[config.mk]
export PLATFORM = sky130hd
export DESIGN_NAME = cpm_top
export DESIGN_NICKNAME = d
export VERILOG_FILES = /design/src/pkg/cpm_pkg.sv /design/src/logic/cpm_top.sv /design/src/logic/cpm_sync.sv /design/src/logic/cpm_qualify.sv
export SDC_FILE = /design/constraint.sdc
export NUM_CORES = 1
export LEC_CHECK = 0
export BUFFER_PORTS_ARGS = -buffer_cell sky130_fd_sc_hd__buf_2
export CAP_MARGIN = 20
export CORE_MARGIN = 3
export CORE_UTILIZATION = 40
export CTS_BUF_LIST = sky130_fd_sc_hd__clkbuf_4 sky130_fd_sc_hd__clkbuf_8
export DETAILED_ROUTE_END_ITERATION = 8
export GPL_TIMING_DRIVEN = 0
export PLACE_DENSITY = 0.58
export SYNTH_ARGS = -nofsm -noshare
export SYNTH_HDL_FRONTEND = slang
export SYNTH_SLANG_ARGS = --single-unit
[constraint.sdc]
create_clock -name sys_clk_i -period 2.6 [get_ports sys_clk_i]
set_input_delay 0 -clock sys_clk_i [delete_from_list [all_inputs] [get_ports sys_clk_i]]
set_output_delay 0 -clock sys_clk_i [all_outputs]
set_load 0.005 [all_outputs]
[src/pkg/cpm_pkg.sv]
// constants and types for the charger protection and mode control block
// How it works
// - rail below 0.6V: no switching, 10mA precharge source on; rail only checked in precharge, a drop while switching is ignored.
// - rail above 0.6V for the debounce time: precharge off, switching allowed.
// - every idle (target 0V) to switching change reruns precharge qualification.
// - rail 800mV above target flags overvoltage and halts switching.
// - overvoltage clears without debounce once rail is 400mV below trip.
// - way-overcurrent trips at 12A adapter or 20A battery discharge.
// - while tripped, event counter steps once per 10us tick.
// - counter at 7 stops switching at once and drops adapter-present flag.
// - event counter cleared every 50ms regardless of comparator.
// - after shutdown wait 1.3s or 150ms by ctrl B bit 11, restart.
// - ctrl D bit 9 disables way-overcurrent protection entirely.
// - junction above 140C stops switching.
// - restart after temp below recovery for qualify time, then retry delay.
// - comparator reference 1.2V or 2V by ctrl B bit 4.
// - ctrl B bit 2 clear: output high when above reference; set inverts.
// - battery-only: enabled by default, ctrl D bit 12 gates, 1.2V, needs B bit 3.
// - shared pin pulled low by comparator or interrupt, each alone when other off.
// - forward buck, boost and buck-boost FET roles per table.
// - reverse modes swap FET roles; output sensed at adapter node.
// - rising adapter: boost to buck-boost above 94%, to buck above 112%.
// - falling adapter: buck to buck-boost below 106%, to boost below 92%.
// - reverse only with register enable, pin enable and battery above 5.2V.
package cpm_pkg;
    localparam int unsigned CLK_PERIOD_NS = 8;
    localparam int unsigned RAIL_DEB_NS = 10_000;
    localparam int unsigned RAIL_DEB_CYC = (RAIL_DEB_NS + CLK_PERIOD_NS - 1) / CLK_PERIOD_NS;
    localparam int unsigned WOC_TICK_NS = 10_000;
    localparam int unsigned WOC_TICK_CYC = WOC_TICK_NS / CLK_PERIOD_NS;
    localparam int unsigned WOC_CLEAR_NS = 50_000_000;
    localparam int unsigned WOC_CLEAR_CYC = WOC_CLEAR_NS / CLK_PERIOD_NS;
    localparam int unsigned TEMP_QUAL_NS = 100_000;
    localparam int unsigned TEMP_QUAL_CYC = (TEMP_QUAL_NS + CLK_PERIOD_NS - 1) / CLK_PERIOD_NS;
    localparam int unsigned RETRY_LONG_NS = 1_300_000_000;
    localparam int unsigned RETRY_LONG_CYC = RETRY_LONG_NS / CLK_PERIOD_NS;
    localparam int unsigned RETRY_SHORT_NS = 150_000_000;
    localparam int unsigned RETRY_SHORT_CYC = RETRY_SHORT_NS / CLK_PERIOD_NS;
    localparam logic [2:0] WOC_LIMIT = 3'h7;

    localparam logic [7:0] ADDR_CTRL_B = 8'h00;
    localparam logic [7:0] ADDR_CTRL_D = 8'h04;
    localparam logic [7:0] ADDR_TARGET = 8'h08;
    localparam logic [7:0] ADDR_STATUS = 8'h0C;
    localparam logic [7:0] ADDR_EVENTS = 8'h10;
    localparam logic [7:0] ADDR_REVERSE = 8'h14;
    localparam logic [15:0] CTRL_B_RST = 16'h0000;
    localparam logic [15:0] CTRL_D_RST = 16'h0000;
    localparam logic [15:0] TARGET_RST = 16'h0000;

    localparam int unsigned CB_POLARITY = 2;
    localparam int unsigned CB_CMP_EN = 3;
    localparam int unsigned CB_REF_SEL = 4;
    localparam int unsigned CB_RETRY_SEL = 11;
    localparam int unsigned CD_WOC_DIS = 9;
    localparam int unsigned CD_CMP_BATT_DIS = 12;
    localparam int unsigned EV_WOC = 0;
    localparam int unsigned EV_THERM = 1;
    localparam int unsigned EV_OV = 2;

    typedef enum logic [4:0] {
        ST_IDLE = 5'b00001,
        ST_PRECHG = 5'b00010,
        ST_RUN = 5'b00100,
        ST_THERM = 5'b01000,
        ST_RETRY = 5'b10000
    } cpm_state_t;

    typedef enum logic [2:0] {
        MD_BUCK = 3'b001,
        MD_BUCKBOOST = 3'b010,
        MD_BOOST = 3'b100
    } cpm_mode_t;

    typedef enum logic [1:0] {
        FET_OFF = 2'h0,
        FET_ON = 2'h1,
        FET_CTRL = 2'h2,
        FET_SYNC = 2'h3
    } cpm_fet_role_t;

    typedef struct packed {
        cpm_fet_role_t input_high_fet;
        cpm_fet_role_t input_low_fet;
        cpm_fet_role_t output_low_fet;
        cpm_fet_role_t output_high_fet;
    } cpm_fets_t;

    // analog comparator levels, all asynchronous to sys_clk_i
    typedef struct packed {
        logic rail_above_min;
        logic rail_over_ov;
        logic rail_below_recover;
        logic adp_cur_trip;
        logic bat_cur_trip;
        logic temp_over_shut;
        logic temp_below_recover;
        logic cmp_above_lo;
        logic cmp_above_hi;
        logic adapter_valid;
        logic vbat_above_min;
        logic adp_above_94;
        logic adp_above_112;
        logic adp_below_106;
        logic adp_below_92;
        logic reverse_enable_pin;
    } cpm_sense_t;
endpackage

[src/logic/cpm_top.sv]
// charger fault supervision, bridge mode selection and register slave
`timescale 1ns/100ps
module cpm_top
    import cpm_pkg::*;
#(
    parameter int unsigned WOC_CLEAR_CYCLES = WOC_CLEAR_CYC,
    parameter int unsigned TEMP_QUAL_CYCLES = TEMP_QUAL_CYC,
    parameter int unsigned RETRY_LONG_CYCLES = RETRY_LONG_CYC,
    parameter int unsigned RETRY_SHORT_CYCLES = RETRY_SHORT_CYC
) (
    input wire logic sys_clk_i,
    input wire logic rst_n_i,
    input wire logic psel_i,
    input wire logic penable_i,
    input wire logic pwrite_i,
    input wire logic [7:0] paddr_i,
    input wire logic [31:0] pwdata_i,
    output logic [31:0] prdata_o,
    output logic pready_o,
    output logic pslverr_o,
    input wire cpm_sense_t sense_i,
    input wire logic int_active_i,
    output logic switching_en_o,
    output logic precharge_en_o,
    output logic adapter_present_flag_o,
    output cpm_fets_t fets_o,
    output logic reverse_active_o,
    output logic sense_adapter_node_o,
    output logic [15:0] sys_voltage_target_o,
    output logic cmp_ref_2v_sel_o,
    output logic comparator_irq_pin_o,
    output logic comparator_irq_pin_oe_o
);
    localparam int unsigned TICK_W = $clog2(WOC_TICK_CYC);
    localparam int unsigned PER_W = $clog2(WOC_CLEAR_CYCLES);
    localparam int unsigned DLY_W = $clog2(RETRY_LONG_CYCLES + RETRY_SHORT_CYCLES + 1);
    localparam logic [TICK_W-1:0] TICK_LAST = TICK_W'(WOC_TICK_CYC - 1);
    localparam logic [PER_W-1:0] PER_LAST = PER_W'(WOC_CLEAR_CYCLES - 1);
    localparam logic [DLY_W-1:0] DLY_LONG = DLY_W'(RETRY_LONG_CYCLES - 1);
    localparam logic [DLY_W-1:0] DLY_SHORT = DLY_W'(RETRY_SHORT_CYCLES - 1);

    generate
        if (WOC_CLEAR_CYCLES < 2 || RETRY_LONG_CYCLES < 1 || RETRY_SHORT_CYCLES < 1
            || TEMP_QUAL_CYCLES < 1) begin : g_chk
            $error("cpm_top timing parameters out of range");
        end
    endgenerate

    typedef struct packed {
        logic [15:0] ctrl_b;
        logic [15:0] ctrl_d;
        logic [15:0] target;
        logic rev_en;
        logic [2:0] events;
        cpm_state_t st;
        cpm_mode_t mode;
        logic ov;
        logic woc_hold;
        logic [2:0] woc_cnt;
        logic [TICK_W-1:0] tick_cnt;
        logic [PER_W-1:0] per_cnt;
        logic [DLY_W-1:0] dly_cnt;
        logic [31:0] prdata;
        logic sw_en;
        logic prechg;
        logic rev_act;
        cpm_fets_t fets;
        logic ref_2v;
        logic pin_low;
    } cpm_top_st_t;

    cpm_top_st_t r;
    cpm_top_st_t r_nxt;
    cpm_sense_t s;
    logic rail_ok;
    logic temp_ok;
    logic rail_restart;
    logic temp_restart;

    cpm_sync #(
        .WIDTH($bits(cpm_sense_t))
    ) u_sync (
        .sys_clk_i(sys_clk_i),
        .rst_n_i(rst_n_i),
        .async_i(sense_i),
        .sync_o(s)
    );

    assign rail_restart = r.st != ST_PRECHG;
    assign temp_restart = r.st != ST_THERM;

    // rail must stay above the short level for the whole debounce window
    cpm_qualify #(
        .CYCLES(RAIL_DEB_CYC)
    ) u_rail_qual (
        .sys_clk_i(sys_clk_i),
        .rst_n_i(rst_n_i),
        .restart_i(rail_restart),
        .level_i(s.rail_above_min),
        .qualified_o(rail_ok)
    );

    cpm_qualify #(
        .CYCLES(TEMP_QUAL_CYCLES)
    ) u_temp_qual (
        .sys_clk_i(sys_clk_i),
        .rst_n_i(rst_n_i),
        .restart_i(temp_restart),
        .level_i(s.temp_below_recover),
        .qualified_o(temp_ok)
    );

    always_comb begin
        logic wr;
        logic rd;
        logic mapped;
        logic [2:0] ev_set;
        logic [2:0] ev_clr;
        logic woc_dis;
        logic woc_trip;
        logic tick_end;
        logic per_end;
        logic woc_hit;
        logic batt_only;
        logic cmp_en;
        logic above;
        logic out_high;
        logic [DLY_W-1:0] dly_load;
        cpm_mode_t md;
        wr = 1'b0;
        rd = 1'b0;
        mapped = 1'b0;
        ev_set = '0;
        ev_clr = '0;
        woc_dis = 1'b0;
        woc_trip = 1'b0;
        tick_end = 1'b0;
        per_end = 1'b0;
        woc_hit = 1'b0;
        batt_only = 1'b0;
        cmp_en = 1'b0;
        above = 1'b0;
        out_high = 1'b0;
        dly_load = '0;
        md = r.mode;
        r_nxt = r;

        // register bus
        mapped = paddr_i inside {ADDR_CTRL_B, ADDR_CTRL_D, ADDR_TARGET,
                                 ADDR_STATUS, ADDR_EVENTS, ADDR_REVERSE};
        wr = psel_i && penable_i && pwrite_i && mapped;
        rd = psel_i && !penable_i && !pwrite_i;
        if (wr) begin
            unique case (paddr_i)
                ADDR_CTRL_B: r_nxt.ctrl_b = pwdata_i[15:0];
                ADDR_CTRL_D: r_nxt.ctrl_d = pwdata_i[15:0];
                ADDR_TARGET: r_nxt.target = pwdata_i[15:0];
                ADDR_EVENTS: ev_clr = pwdata_i[2:0];
                ADDR_REVERSE: r_nxt.rev_en = pwdata_i[0];
                default: ;
            endcase
        end
        if (rd) begin
            unique case (paddr_i)
                ADDR_CTRL_B: r_nxt.prdata = {16'h0000, r.ctrl_b};
                ADDR_CTRL_D: r_nxt.prdata = {16'h0000, r.ctrl_d};
                ADDR_TARGET: r_nxt.prdata = {16'h0000, r.target};
                ADDR_STATUS: r_nxt.prdata = {15'h0000, r.pin_low, adapter_present_flag_o,
                                             r.prechg, r.sw_en, r.rev_act, r.mode,
                                             r.woc_cnt, r.ov, r.st};
                ADDR_EVENTS: r_nxt.prdata = {29'h00000000, r.events};
                ADDR_REVERSE: r_nxt.prdata = {31'h00000000, r.rev_en};
                default: r_nxt.prdata = 32'h00000000;
            endcase
        end

        // system overvoltage, no debounce on recovery
        if (s.rail_over_ov) begin
            r_nxt.ov = 1'b1;
            ev_set[EV_OV] = 1'b1;
        end else if (r.ov && s.rail_below_recover) begin
            r_nxt.ov = 1'b0;
        end

        // way-overcurrent counter
        woc_dis = r.ctrl_d[CD_WOC_DIS];
        woc_trip = (s.adp_cur_trip || s.bat_cur_trip) && !woc_dis;
        tick_end = r.tick_cnt == TICK_LAST;
        per_end = r.per_cnt == PER_LAST;
        r_nxt.tick_cnt = tick_end ? '0 : r.tick_cnt + TICK_W'(1);
        r_nxt.per_cnt = per_end ? '0 : r.per_cnt + PER_W'(1);
        woc_hit = woc_trip && tick_end && r.woc_cnt == WOC_LIMIT - 3'h1;
        if (per_end || woc_dis || woc_hit) begin
            r_nxt.woc_cnt = 3'h0;
        end else if (woc_trip && tick_end) begin
            r_nxt.woc_cnt = r.woc_cnt + 3'h1;
        end

        // retry delay length
        dly_load = r.ctrl_b[CB_RETRY_SEL] ? DLY_SHORT : DLY_LONG;

        // supervision sequence
        unique case (r.st)
            ST_IDLE: begin
                if (r.target != 16'h0000) begin
                    r_nxt.st = ST_PRECHG;
                end
            end
            ST_PRECHG: begin
                if (r.target == 16'h0000) begin
                    r_nxt.st = ST_IDLE;
                end else if (rail_ok) begin
                    r_nxt.st = ST_RUN;
                end
            end
            ST_RUN: begin
                if (r.target == 16'h0000) begin
                    r_nxt.st = ST_IDLE;
                end
            end
            ST_THERM: begin
                if (temp_ok) begin
                    r_nxt.st = ST_RETRY;
                    r_nxt.dly_cnt = dly_load;
                end
            end
            ST_RETRY: begin
                if (r.dly_cnt == '0) begin
                    r_nxt.st = ST_PRECHG;
                    r_nxt.woc_hold = 1'b0;
                end else begin
                    r_nxt.dly_cnt = r.dly_cnt - DLY_W'(1);
                end
            end
            default: r_nxt.st = ST_IDLE;
        endcase
        // overcurrent shutdown outranks the sequence, heat outranks both
        if (woc_hit && r.st != ST_THERM) begin
            r_nxt.st = ST_RETRY;
            r_nxt.woc_hold = 1'b1;
            r_nxt.dly_cnt = dly_load;
            ev_set[EV_WOC] = 1'b1;
        end
        if (s.temp_over_shut) begin
            r_nxt.st = ST_THERM;
            ev_set[EV_THERM] = 1'b1;
        end
        // a fresh event beats a simultaneous software clear
        r_nxt.events = (r.events & ~ev_clr) | ev_set;

        // forward ratio hysteresis
        unique case (r.mode)
            MD_BOOST: if (s.adp_above_94) md = MD_BUCKBOOST;
            MD_BUCKBOOST: begin
                if (s.adp_above_112) begin
                    md = MD_BUCK;
                end else if (s.adp_below_92) begin
                    md = MD_BOOST;
                end
            end
            MD_BUCK: if (s.adp_below_106) md = MD_BUCKBOOST;
            default: md = MD_BUCKBOOST;
        endcase
        r_nxt.mode = md;

        r_nxt.rev_act = r.rev_en && s.reverse_enable_pin && s.vbat_above_min;
        r_nxt.sw_en = (r_nxt.st == ST_RUN) && !r_nxt.ov;
        r_nxt.prechg = r_nxt.st == ST_PRECHG;

        // bridge roles, all off while not switching
        r_nxt.fets = '{FET_OFF, FET_OFF, FET_OFF, FET_OFF};
        if (r_nxt.sw_en) begin
            if (!r_nxt.rev_act) begin
                unique case (md)
                    MD_BUCK: r_nxt.fets = '{FET_CTRL, FET_SYNC, FET_OFF, FET_ON};
                    MD_BOOST: r_nxt.fets = '{FET_ON, FET_OFF, FET_CTRL, FET_SYNC};
                    default: r_nxt.fets = '{FET_CTRL, FET_SYNC, FET_CTRL, FET_SYNC};
                endcase
            end else begin
                unique case (md)
                    MD_BUCK: r_nxt.fets = '{FET_ON, FET_OFF, FET_SYNC, FET_CTRL};
                    MD_BOOST: r_nxt.fets = '{FET_SYNC, FET_CTRL, FET_OFF, FET_ON};
                    default: r_nxt.fets = '{FET_SYNC, FET_CTRL, FET_SYNC, FET_CTRL};
                endcase
            end
        end

        // general comparator and shared open-drain pin
        batt_only = !s.adapter_valid;
        cmp_en = r.ctrl_b[CB_CMP_EN] && !(batt_only && r.ctrl_d[CD_CMP_BATT_DIS]);
        r_nxt.ref_2v = r.ctrl_b[CB_REF_SEL] && !batt_only;
        above = r.ref_2v ? s.cmp_above_hi : s.cmp_above_lo;
        out_high = above ^ r.ctrl_b[CB_POLARITY];
        r_nxt.pin_low = (cmp_en && !out_high) || int_active_i;
    end

    always_ff @(posedge sys_clk_i or negedge rst_n_i) begin
        if (!rst_n_i) begin
            r <= '0;
            r.ctrl_b <= CTRL_B_RST;
            r.ctrl_d <= CTRL_D_RST;
            r.target <= TARGET_RST;
            r.st <= ST_IDLE;
            r.mode <= MD_BUCKBOOST;
        end else begin
            r <= r_nxt;
        end
    end

    assign prdata_o = r.prdata;
    assign pready_o = 1'b1;
    assign pslverr_o = psel_i && penable_i && !(paddr_i inside {ADDR_CTRL_B, ADDR_CTRL_D,
        ADDR_TARGET, ADDR_STATUS, ADDR_EVENTS, ADDR_REVERSE});
    assign switching_en_o = r.sw_en;
    assign precharge_en_o = r.prechg;
    assign adapter_present_flag_o = s.adapter_valid && !r.woc_hold;
    assign fets_o = r.fets;
    assign reverse_active_o = r.rev_act;
    assign sense_adapter_node_o = r.rev_act;
    assign sys_voltage_target_o = r.target;
    assign cmp_ref_2v_sel_o = r.ref_2v;
    assign comparator_irq_pin_o = 1'b0;
    assign comparator_irq_pin_oe_o = r.pin_low;
endmodule

[src/logic/cpm_sync.sv]
// two-stage synchroniser for asynchronous levels
`timescale 1ns/100ps
module cpm_sync #(
    parameter int unsigned WIDTH = 1
) (
    input wire logic sys_clk_i,
    input wire logic rst_n_i,
    input wire logic [WIDTH-1:0] async_i,
    output logic [WIDTH-1:0] sync_o
);
    typedef struct packed {
        logic [WIDTH-1:0] meta;
        logic [WIDTH-1:0] stable;
    } cpm_sync_st_t;

    cpm_sync_st_t r;
    cpm_sync_st_t r_nxt;

    generate
        if (WIDTH < 1) begin : g_chk
            $error("cpm_sync WIDTH must be at least 1");
        end
    endgenerate

    always_comb begin
        r_nxt = r;
        r_nxt.meta = async_i;
        r_nxt.stable = r.meta;
    end

    always_ff @(posedge sys_clk_i or negedge rst_n_i) begin
        if (!rst_n_i) begin
            r <= '0;
        end else begin
            r <= r_nxt;
        end
    end

    assign sync_o = r.stable;
endmodule

[src/logic/cpm_qualify.sv]
// qualifies a level that must hold continuously for a number of cycles
`timescale 1ns/100ps
module cpm_qualify #(
    parameter int unsigned CYCLES = 1250
) (
    input wire logic sys_clk_i,
    input wire logic rst_n_i,
    input wire logic restart_i,
    input wire logic level_i,
    output logic qualified_o
);
    localparam int unsigned CW = $clog2(CYCLES + 1);
    localparam logic [CW-1:0] LAST = CW'(CYCLES);

    typedef struct packed {
        logic [CW-1:0] cnt;
        logic done;
    } cpm_qual_st_t;

    cpm_qual_st_t r;
    cpm_qual_st_t r_nxt;

    generate
        if (CYCLES < 1) begin : g_chk
            $error("cpm_qualify CYCLES must be at least 1");
        end
    endgenerate

    always_comb begin
        r_nxt = r;
        if (restart_i || !level_i) begin
            r_nxt.cnt = '0;
            r_nxt.done = 1'b0;
        end else if (r.cnt != LAST) begin
            r_nxt.cnt = r.cnt + CW'(1);
            r_nxt.done = (r.cnt + CW'(1)) == LAST;
        end
    end

    always_ff @(posedge sys_clk_i or negedge rst_n_i) begin
        if (!rst_n_i) begin
            r <= '0;
        end else begin
            r <= r_nxt;
        end
    end

    assign qualified_o = r.done;
endmodule

Word-level counts from Yosys, hierarchy flattened
Cells that the tools add are included.
{"block": "totals", "elab_cells": 163, "inputBits": 62, "reg_bits": 231, "output_inout_bits": 66}
{"block": "op_classes", "n_eq_ne": 28, "n_addsub": 6, "n_reduce_logical": 53, "n_mux": 43, "bitwise_logic": 4}
{"cell": "$mux W28", "count": 4}
{"cell": "$pmux W17 S6", "count": 1}
{"cell": "$pmux W28 S2", "count": 1}
{"cell": "$mux W5", "count": 8}
{"cell": "$pmux W8 S2", "count": 2}
{"cell": "$mux W15", "count": 2}
{"cell": "$logic_not A28 Y1", "count": 1}
{"cell": "$sub A28 B1 Y28 const B", "count": 1}
{"cell": "$pmux W5 S5", "count": 1}
{"cell": "$mux W12", "count": 2}
{"cell": "$mux W3", "count": 8}
{"cell": "$add A23 B1 Y23 const B", "count": 1}
{"cell": "$eq A23 B23 Y1 const B", "count": 1}
{"cell": "$mux W23", "count": 1}
{"cell": "$add A11 B1 Y11 const B", "count": 2}
{"cell": "$eq A11 B11 Y1 const B", "count": 2}
{"cell": "$logic_and A1 B1 Y1", "count": 19}
{"cell": "$eq A8 B4 Y1 const B", "count": 2}
{"cell": "$eq A8 B5 Y1 const B", "count": 2}
{"cell": "$logic_not A16 Y1", "count": 1}
{"cell": "$mux W8", "count": 2}
{"cell": "$reduce_bool A16 Y1", "count": 1}
{"cell": "$add A14 B1 Y14 const B", "count": 1}
{"cell": "$eq A14 B14 Y1 const B", "count": 1}
{"cell": "31 further kinds", "count": 67}

Depth between registers and ports, before layout
Gate-level depths: netlist of run 1.
{"block": "depth", "word_depth": 10, "ltp_mapped": 10, "mapped_depth_nobuf": 8}

Cells and area by module
From an unflattened synthesis of run 1, not the netlist that was laid out.
{"block": "unflattened", "hier_cells": 1007, "hier_area_um2": 10805.4}
{"module": "cpm_top", "cells_per_inst": 786, "n_inst": 1, "area_each_um2": 8264.2, "seq_area_each_um2": 3881.2}
{"module": "cpm_sync", "cells_per_inst": 48, "n_inst": 1, "area_each_um2": 920.9, "seq_area_each_um2": 800.8}
{"module": "cpm_qualify at u_temp_qual", "cells_per_inst": 93, "n_inst": 1, "area_each_um2": 883.3, "seq_area_each_um2": 375.4}
{"module": "cpm_qualify at u_rail_qual", "cells_per_inst": 80, "n_inst": 1, "area_each_um2": 737.0, "seq_area_each_um2": 300.3}

Least setup slack after synthesis of run 1
Ideal clock, no wire load.
{"block": "synth_path", "path_type": "register -> register", "from": "register r[45] (netlist bit)", "to": "register r[65] (netlist bit)", "required_ns": 2.477, "stages_incl_launch_ff": 9, "slack_ns": 0.148, "t_arrival_ns": 2.330, "setup_time_ns": 0.123, "synth_period_minus_slack_ns": 2.452, "path_buffers": 0, "path_cell_list": "dfrtp_1 -> inv_1 -> ha_1 -> or3b_2 -> nor4b_4 -> nand2b_1 -> or3_1 -> o21ai_0 -> o2bb2a_2"}
{"block": "synth_between", "elab_chain_len": 4, "word_cells_on_any_way": 7, "cone_classes": "add/sub (1); eq/ne (1); mux (3); reduce/logical (2)"}
{"item": "start, declared", "line": "cpm_top.sv:72", "source": "cpm_top_st_t r;"}
{"item": "start signal, assigned", "line": "cpm_top.sv:306", "source": "r <= r_nxt;"}
{"item": "$sub A28 B1 Y28", "line": "cpm_top.sv:232", "source": "r_nxt.dly_cnt = r.dly_cnt - DLY_W'(1);"}
{"item": "$mux W28", "line": "cpm_top.sv:228", "source": "if (r.dly_cnt == '0) begin"}
{"item": "$pmux W28 S2", "line": "cpm_top.sv:203", "source": "unique case (r.st)"}
{"item": "$mux W28", "line": "cpm_top.sv:238", "source": "if (woc_hit && r.st != ST_THERM) begin"}
Parallel ways exist; a longest one is shown, timed or not. The select of a mux whose other input is x is not followed.
A chain may end at the register's enable or synchronous reset.

==> impl_summary.md, run 1 <==
Global routing
The number of antenna violations at the first check in global routing is 0. The overall routing resource usage is 0.172. The first global-routing pass estimated 39,600 um of wire. The via count of the first global-routing pass is 7,526. The final global-route overflow total is 0. Entering global routing, the biggest net connects 121 pins.

Route
For this block, the via count after detailed routing is 7,830. The number of nets with antenna violations after detailed routing is 0. After detailed routing, the number of remaining DRC violations is 0.

The routed wire length is 24,200 um. Dividing the detail-routed via count by the number of cells gives 5.13. In the final routed layout, each cell accounts on average for 15.8 um. The initial DRC count is 495.

Before antenna repair, the detailed router went through 5 iterations.

Synthesis
The biggest area consumer among synthesized cells is dfrtp_1. Of the total synthesized cell area, the portion taken by AND, OR, NAND and NOR gates is 0.172. The adder-cell area share of the yosys netlist is 0.0159. Each instance of the synthesized netlist takes up on average 10.5 um^2. For this run, the register share of the synthesized area comes to 0.523. In this run, distinct cell masters in the synthesized netlist total 66.

The post-synthesis sequential element count is 214. The fraction of the mapped netlist area in compound gates is 0.114. The post-synthesis mux area share is 0.0620. The portion of synthesized cell area occupied by the leading cell type is 0.518. The number of enable flip-flop cells after synthesis is 0. The cell area after synthesis is 10,200 um^2. The synthesized netlist cell count is 977. The synthesis warning total is 0.

The async set-reset flop share out of synthesis is 1.00. Ranked by total cell area, the synthesized netlist is headed by dfrtp_1 52%, mux2_2 5.4%, buf_4 4.4%. The dominant combinational cell family by area after synthesis is simple AND/OR/NAND/NOR gates.

The xor/xnor share of the synthesized area is 0.0453. In the synthesized netlist the dominant register cell turns out to be dfrtp_1.

Floorplan
The top-level I/O count is 128. From bottom edge to top edge, the die measures 166 um. The starting utilization of the core area is 0.414.

The die covers 27,500 um^2. The horizontal extent of the die is 166 um. In this run the standard cell core region covers 24,700 um^2. The site row count is 57.

Critical path
Of all nets on the critical path, the largest fanout is 8. The worst setup path is launched from a flip-flop. The kind of critical path is flip-flop to flip-flop.

The worst reg2reg path startpoint is r[65]. Data arrives at the worst endpoint at 2.89 ns. The capturing element type of the critical path is a flip-flop. Tracing the worst setup path back leads to its startpoint at r[65]. Data on the critical path is required at its endpoint by 3.00 ns.

Placement
The routability-driven placement congestion ratio is 0.833. The number of placed instances with taps included is 1,409. Summed over all nets, the half-perimeter wirelength after detailed placement is 16,500 um.

Input and output buffers added on the ports amount to 92.

STA
Timing would allow up to 0.401 GHz. Measured against its own limit, the worst slew margin works out to 0.442. The total negative slack is 0 ns.

Setup repair after global routing left no endpoint under its margin. Counting I/O delays and the setup requirement, the final critical path takes 2.49 ns. The final cycle utilization of the critical path is 0.959. The count of pins over their slew limit is 0.

The transition at the pin with the smallest max-transition slack is 0.835 ns. The count of final setup violators is 0. The hold violation count in the final report is 0. The clock arrives with 0.0197 ns of skew.

Finish
The most common cell after layout, fill and taps aside is dfrtp_1. In the layout the commonest cells are 211 x dfrtp_1, 94 x buf_2, 89 x nand2_1. The net count reported at finish is 1,247. The number of inserted diodes is 0. Excluding fillers, the count of instances in the completed layout stands at 1,527. The share of cells above drive strength 1 is 0.268.

The growth of design area from synthesis to finish is 23.3%.

Power
The worst-case IR drop observed on VDD is 0.349 mV. The leakage power figure is 0.00608 uW. The power density of the placed cells is 591 nW/um^2.

Run
The tool flagged a number of max-cap violations equal to 0.

Clock tree
The number of buffers created by CTS is 40. The CTS tree is yes. The number of H-tree levels is 2. The clock tree root driver cell is clkbuf_8. The clock passes through at most 3 buffers. After clock tree synthesis, the clock-pin slew on the worst setup and hold paths is 0.06 ns.

The clock insertion delay at the later pin of the skew report is 0.53 ns. The clock sink total is 214.

Status
The run finished with clean final reports.

Hold path
The kind of path behind the tightest hold check is primary input to asynchronous set/reset pin.
cells by family (layout without fill, tap and decap cells):
kind of cell | after synthesis | in the layout
AND/OR/NAND/NOR | 345 | 345
flip-flops | 214 | 214
AO/OA/AOI/OAI | 178 | 178
buffers and inverters | 116 | 327
multiplexers | 56 | 56
XOR/XNOR | 53 | 53
adder cells (fa/ha/maj) | 13 | 13
other | 2 | 17
final cells by class:
cell class,count,area [um^2]
sequential,214,5360
inverter,23,86.3
fill,2248,12100
multi-input combinational,662,4310
clock inverter,9,76.3
clock buffer,64,856
timing repair buffer,139,933
tap,324,405
buffer,92,601
layer usage:
metal | part of all wire | GRT usage | vias up | wire [um]
met1 | 0.48 | 0.244 | 3758 | 11500
li1 | - | - | 3820 | -
met5 | 0 | 0 | - | 0
met3 | 0.055 | 0.0338 | 40 | 1320
met4 | 0.018 | 0.0477 | 0 | 428
met2 | 0.45 | 0.272 | 212 | 10900
synth_stat cells (all sizes together), types with 11 or more instances:
library cell and instances:
nor2 87, nand4 19, a222oi 13, xnor2 20, a31oi 15, inv 23
o21ai 41, xor2 33, nor4 11, nor3 33, mux2 49, clkbuf 27
dfrtp 212, buf 66, ha 13, a21oi 47, nand3 29, nand2 89
a21o 19
final timing paths:
| check | end | slack, ns | cells after the start |
|---|---|---|---|
| max in group asynchronous | r[65] | 1.48 | 3 |
| min in group sys_clk_i | prdata_o[9] | 0.09 | 3 |
| worst max register to register | fets_o[1] | 0.11 | 7 |
| worst min-delay path | sys_voltage_target_o[4] | 0.06 | 2 |
| worst max-delay path | fets_o[1] | 0.11 | 7 |
| worst min register to register | u_sync.sync_o[1] | 0.34 | 0 |
sequential cells by signal (all words and copies together) (netlist names):
signal	count
cmp_ref_2v_sel_o	1
u_temp_qual.r	14
prdata_o	17
u_sync.sync_o	16
precharge_en_o	1
switching_en_o	1
r	111
u_temp_qual.qualified_o	1
u_rail_qual.qualified_o	1
sys_voltage_target_o	16
reverse_active_o	1
u_sync.r	16
comparator_irq_pin_oe_o	1
fets_o	6
u_rail_qual.r	11
per-stage QoR:
step | hold slack, ns | total power (uW) | area (um^2) | setup WS (ns) | util
floorplan | -0.296 | 3670 | 10300 | 0.148 | -
global placement | 0.108 | 3840 | 11200 | -2.22 | 0.451
detailed placement | 0.0631 | 3850 | 11200 | -0.197 | 0.452
CTS | 0.0588 | 7570 | 12500 | 0.00352 | 0.506
global route | 0.0814 | 7800 | 12600 | 0.00210 | 0.510
finish | 0.0618 | 7460 | 12600 | 0.108 | 0.510
power by group:
part	internal (uW)	switching (uW)
sequential	3400	60.2
combinational	160	215
clock	2190	1430
total	5750	1710
critical path, stage by stage (launching register included):
cell and delay (ns):
dfrtp_2 0.43, or4_4 0.55, or3_4 0.39, or3_4 0.39
a211oi_2 0.23, or3_1 0.13, buf_4 0.15, nor3_1 0.08
timing repair:
action                     CTS  global route
gates cloned                 0             1
setup buffers                1             7
setup endpoints to repair   25            39
gates resized for setup      5            19
hold buffers                37             0
hold endpoints to repair   163             0
pin swaps                    1             6
(Power assumes the default switching activity.)
==> run 2: changes to the inputs <==
--- a/config.mk
+++ b/config.mk
@@ -12,7 +12,8 @@
 export CTS_BUF_LIST = sky130_fd_sc_hd__clkbuf_4 sky130_fd_sc_hd__clkbuf_8
 export DETAILED_ROUTE_END_ITERATION = 8
 export GPL_TIMING_DRIVEN = 0
-export PLACE_DENSITY = 0.58
+export MAX_ROUTING_LAYER = met4
+export PLACE_DENSITY = 0.56
 export SYNTH_ARGS = -nofsm -noshare
 export SYNTH_HDL_FRONTEND = slang
 export SYNTH_SLANG_ARGS = --single-unit
==> constraint.sdc (replaced) <==
create_clock -name sys_clk_i -period 2.8 [get_ports sys_clk_i]
set_input_delay 0 -clock sys_clk_i [delete_from_list [all_inputs] [get_ports sys_clk_i]]
set_output_delay 0 -clock sys_clk_i [all_outputs]
set_load 0.005 [all_outputs]
==> run 2 against run 1 <==
Design area down 0.51%. Via count barely moved. Worst setup slack improved by 0.048 ns. Combinational power decreased by 6.1%. Hold slack improved by 0.027 ns. Final cell count shrank 0.39%. Global-route usage up 1.0 points. Clock power down 5.8%. First-iteration DRC count fell by 2.0%. Critical path type unchanged.
==> impl_summary.md, run 2 (synthesized netlist as in run 1, its figures left out) <==
Status
The flow ran to the end, and the final reports show no timing, DRC or antenna violations.

Global routing
The maximum number of pins on one net before global-route repair is 110 (-9.1%). The wire length of the first global-routing pass is 40,500 um (+2.4%). The met2 track demand over resource is 0.277 (+0.00517).

The overall routing resource usage is 0.182 (+0.0103). The global-route track usage on met3 was 0.0369 (+0.00309). The met1 layer usage reported by global route is 0.252 (+0.00835). The final global-route overflow total came to 0 (unchanged).

The via count of the first global-routing pass is 7,635 (+1.4%). The global routing stage identified its most utilized layer as met2. The number of antenna violations at the first check in global routing is 0 (unchanged).

Placement
The half-perimeter wire length after detailed placement is 16,500 um (+0.18%). The number of buffers added on ports is 92 (unchanged). The routability-driven placement congestion ratio was 0.825 (-0.91%).

Route
The number of nets with antenna violations after detailed routing came to 0 (unchanged). The number of DRC violations after detailed routing came to 0 (unchanged). The initial DRC count is 485 (-2.0%). The detail-routed via count per cell was 5.15 (+0.34%). The routed wire length is 24,300 um (+0.49%).

The overall via count from detail_route is 7,826 (-0.051%). The count of TritonRoute iterations in the first routing pass is 7 (+2). The average detailed-routed wire length per instance is 16.0 um (+0.88%).

STA
The count of pins over their slew limit is 0 (unchanged). Setup repair after global routing left no endpoint under its margin. The transition at the pin with the smallest max-transition slack came to 0.987 ns (+0.152 ns). The count of final setup violators is 0 (unchanged). The final cycle utilization of the critical path is 0.945 (-0.0141). The fmax is 0.378 GHz (-5.8%). The clock skew is 0.0242 ns (+0.00447 ns).

The post-route minimum period is 2.64 ns (+0.152 ns). The max-slew headroom at the worst pin is 0.337 (-0.105). The hold violation count in the final report is 0 (unchanged). The post-route worst hold slack was 0.0886 ns (+0.0269 ns).

Clock tree
The clock sink total is 214 (unchanged). The clock input transition at the sequential cells of the worst setup and hold paths is 0.06 ns (about the same). TritonCTS built the clock tree.

The clock insertion delay at the later pin of the skew report is 0.53 ns (about the same). The buffer levels on the longest clock path is 3 (unchanged). The cell sitting at the root of the clock tree is a clkbuf_8. The number of buffers created by CTS is 39 (-2.5%). The number of H-tree levels is 2 (unchanged).

Floorplan
The area of the die is 27,500 um^2 (unchanged). The horizontal extent of the die is 166 um (unchanged). The site row count was 57 (unchanged). The starting utilization of the core area is 0.414 (unchanged). The vertical extent of the die is 166 um (unchanged).

The top-level I/O count is 128 (unchanged). The core outline area is 24,700 um^2 (unchanged).

Finish
The share of cells above drive strength 1 came to 0.256 (-0.0129). The library cells used most frequently in the layout, excluding fill and tap cells, are 212 x dfrtp_1, 95 x buf_2, 89 x nand2_1. The count of filler cells inserted in the layout is 2,301 (+2.4%).

The flip-flop count of the largest register after layout is 111 (unchanged). The final core utilization was 0.508 (-0.00258). The number of inserted diodes is 0 (unchanged). The total area of multi-input combinational cells came to 4280 um^2 (-0.61%). The library cell used most frequently in the layout, excluding fill and tap cells, is dfrtp_1.

The area growth from synthesis to layout is 22.7%. The flip-flop and latch area is 5360 um^2 (about the same). The net count reported at finish is 1,242 (-0.40%).

The largest register by flop count is r.

Power
The fraction of power consumed by the clock network was 0.489 (+0.003). The leakage power figure is 0.00604 uW (-0.69%). The power share of the sequential group came to 0.461 (-0.003). The power density of the placed cells was 556 nW/um^2 (-5.9%). The worst vdd rail ir drop is 0.280 mV (-20%). The fraction of power spent switching nets was 0.225 (-0.00363). The proportion of power drawn by combinational gates is 0.051 (about the same).

The switching power summed over all nets came to 1570 uW (-7.9%). The cell-internal power is 5410 uW (-5.9%).

Critical path
In this run the critical register-to-register path is launched from r[65]. The depth of the most critical reg-to-reg path was 7 (unchanged). The endpoint arrival time on the critical path is 3.05 ns (+0.16 ns). The capturing element type of the critical path is a flip-flop. The required time at the worst-slack endpoint is 3.20 ns (+0.20 ns).

The worst-path maximum fanout came to 10 (+2). The critical path startpoint category is a flip-flop. The worst-case register-to-register setup slack is 0.16 ns (+0.05 ns). The worst register-to-register path ends at r[52].

By startpoint and endpoint, the worst setup path is classified as flip-flop to flip-flop.

Run
The max capacitance violation total was 0 (unchanged).

Hold path
The kind of path behind the tightest hold check is primary input to asynchronous set/reset pin.
run 2: cell types whose count changed in the layout (fill, tap and decap cells not counted), moves of 2 or more:
| cell | previous run | this run |
|---|---|---|
| clkbuf_8 | 60 | 54 |
| buf_4 | 68 | 64 |
| clkbuf_1 | 22 | 26 |
| clkbuf_2 | 4 | 0 |
| bufinv_16 | 1 | 3 |
| clkbuf_4 | 6 | 8 |
| clkinv_2 | 6 | 4 |
| o21ai_0 | 36 | 38 |
| o21ai_1 | 5 | 3 |
run 2: worst max path at each step:
stage	start	slack [ns]	depth (start not counted)	endpoint
global placement	rst_n_i	-2.03	1	u_sync.r[31]
detailed placement	r[119]	0.006	8	r[49]
global route	r[45]	0.02	9	r[71]
floorplan	r[45]	0.35	8	r[65]
finish	r[65]	0.16	7	r[52]
CTS	r[119]	0.01	8	r[49]
run 2: power groups by stage:
stage                     clock, uW  sequential [uW]  combinational [uW]
after detailed placement          0             3270                 314
final                          3420             3220                 353
after global routing           3680             3220                 405
after global placement            0             3270                 304
after CTS                      3510             3220                 356
after floorplan                   0             3250                 163
run 2: layout make-up:
cell class,count,share of cell area
Timing Repair Buffer,135,0.0723
Multi-Input combinational cell,662,0.341
Buffer,92,0.0470
Clock buffer,62,0.0639
Tap cell,324,0.0323
Clock inverter,9,0.0102
Sequential cell,214,0.426
Inverter,23,0.00687
run 2: metal layers:
metal / vias to the layer above / share of wire / wire length (um)
met4: 0 / 0.019 / 471
met2: 216 / 0.45 / 11000
li1: 3788 / - / -
met3: 39 / 0.057 / 1380
met1: 3783 / 0.47 / 11400
met5: - / 0 / 0
run 2: worst max-delay path: stages, from the launching register on:
cell and delay, ns:
dfrtp_1 0.41, or4_1 0.58, or3_4 0.39, or3_4 0.43, a21boi_2 0.29, buf_6 0.20
a21oi_1 0.05, a21o_1 0.17
run 2: stage by stage:
stage | setup WS (ns) | area (um^2) | instances | setup TNS (ns) | power, uW
6_report | 0.155 | 12600 | 1521 | 0 | 6990
5_1_grt | 0.0165 | 12600 | 1521 | 0 | 7310
4_1_cts | 0.0130 | 12500 | 1518 | 0 | 7090
3_5_place_dp | 0.00556 | 11200 | 1409 | 0 | 3580
3_3_place_gp | -2.03 | 11200 | 1408 | -428.70 | 3570
2_1_floorplan | 0.348 | 10300 | 992 | 0 | 3410
run 2: what timing repair did:
action	4_1_cts	5_1_grt
resized for setup	0	5
setup endpoints to repair	1	25
cloned	0	0
buffers inserted	0	4
pin swaps	1	1
hold endpoints to repair	174	0
hold buffers	38	0
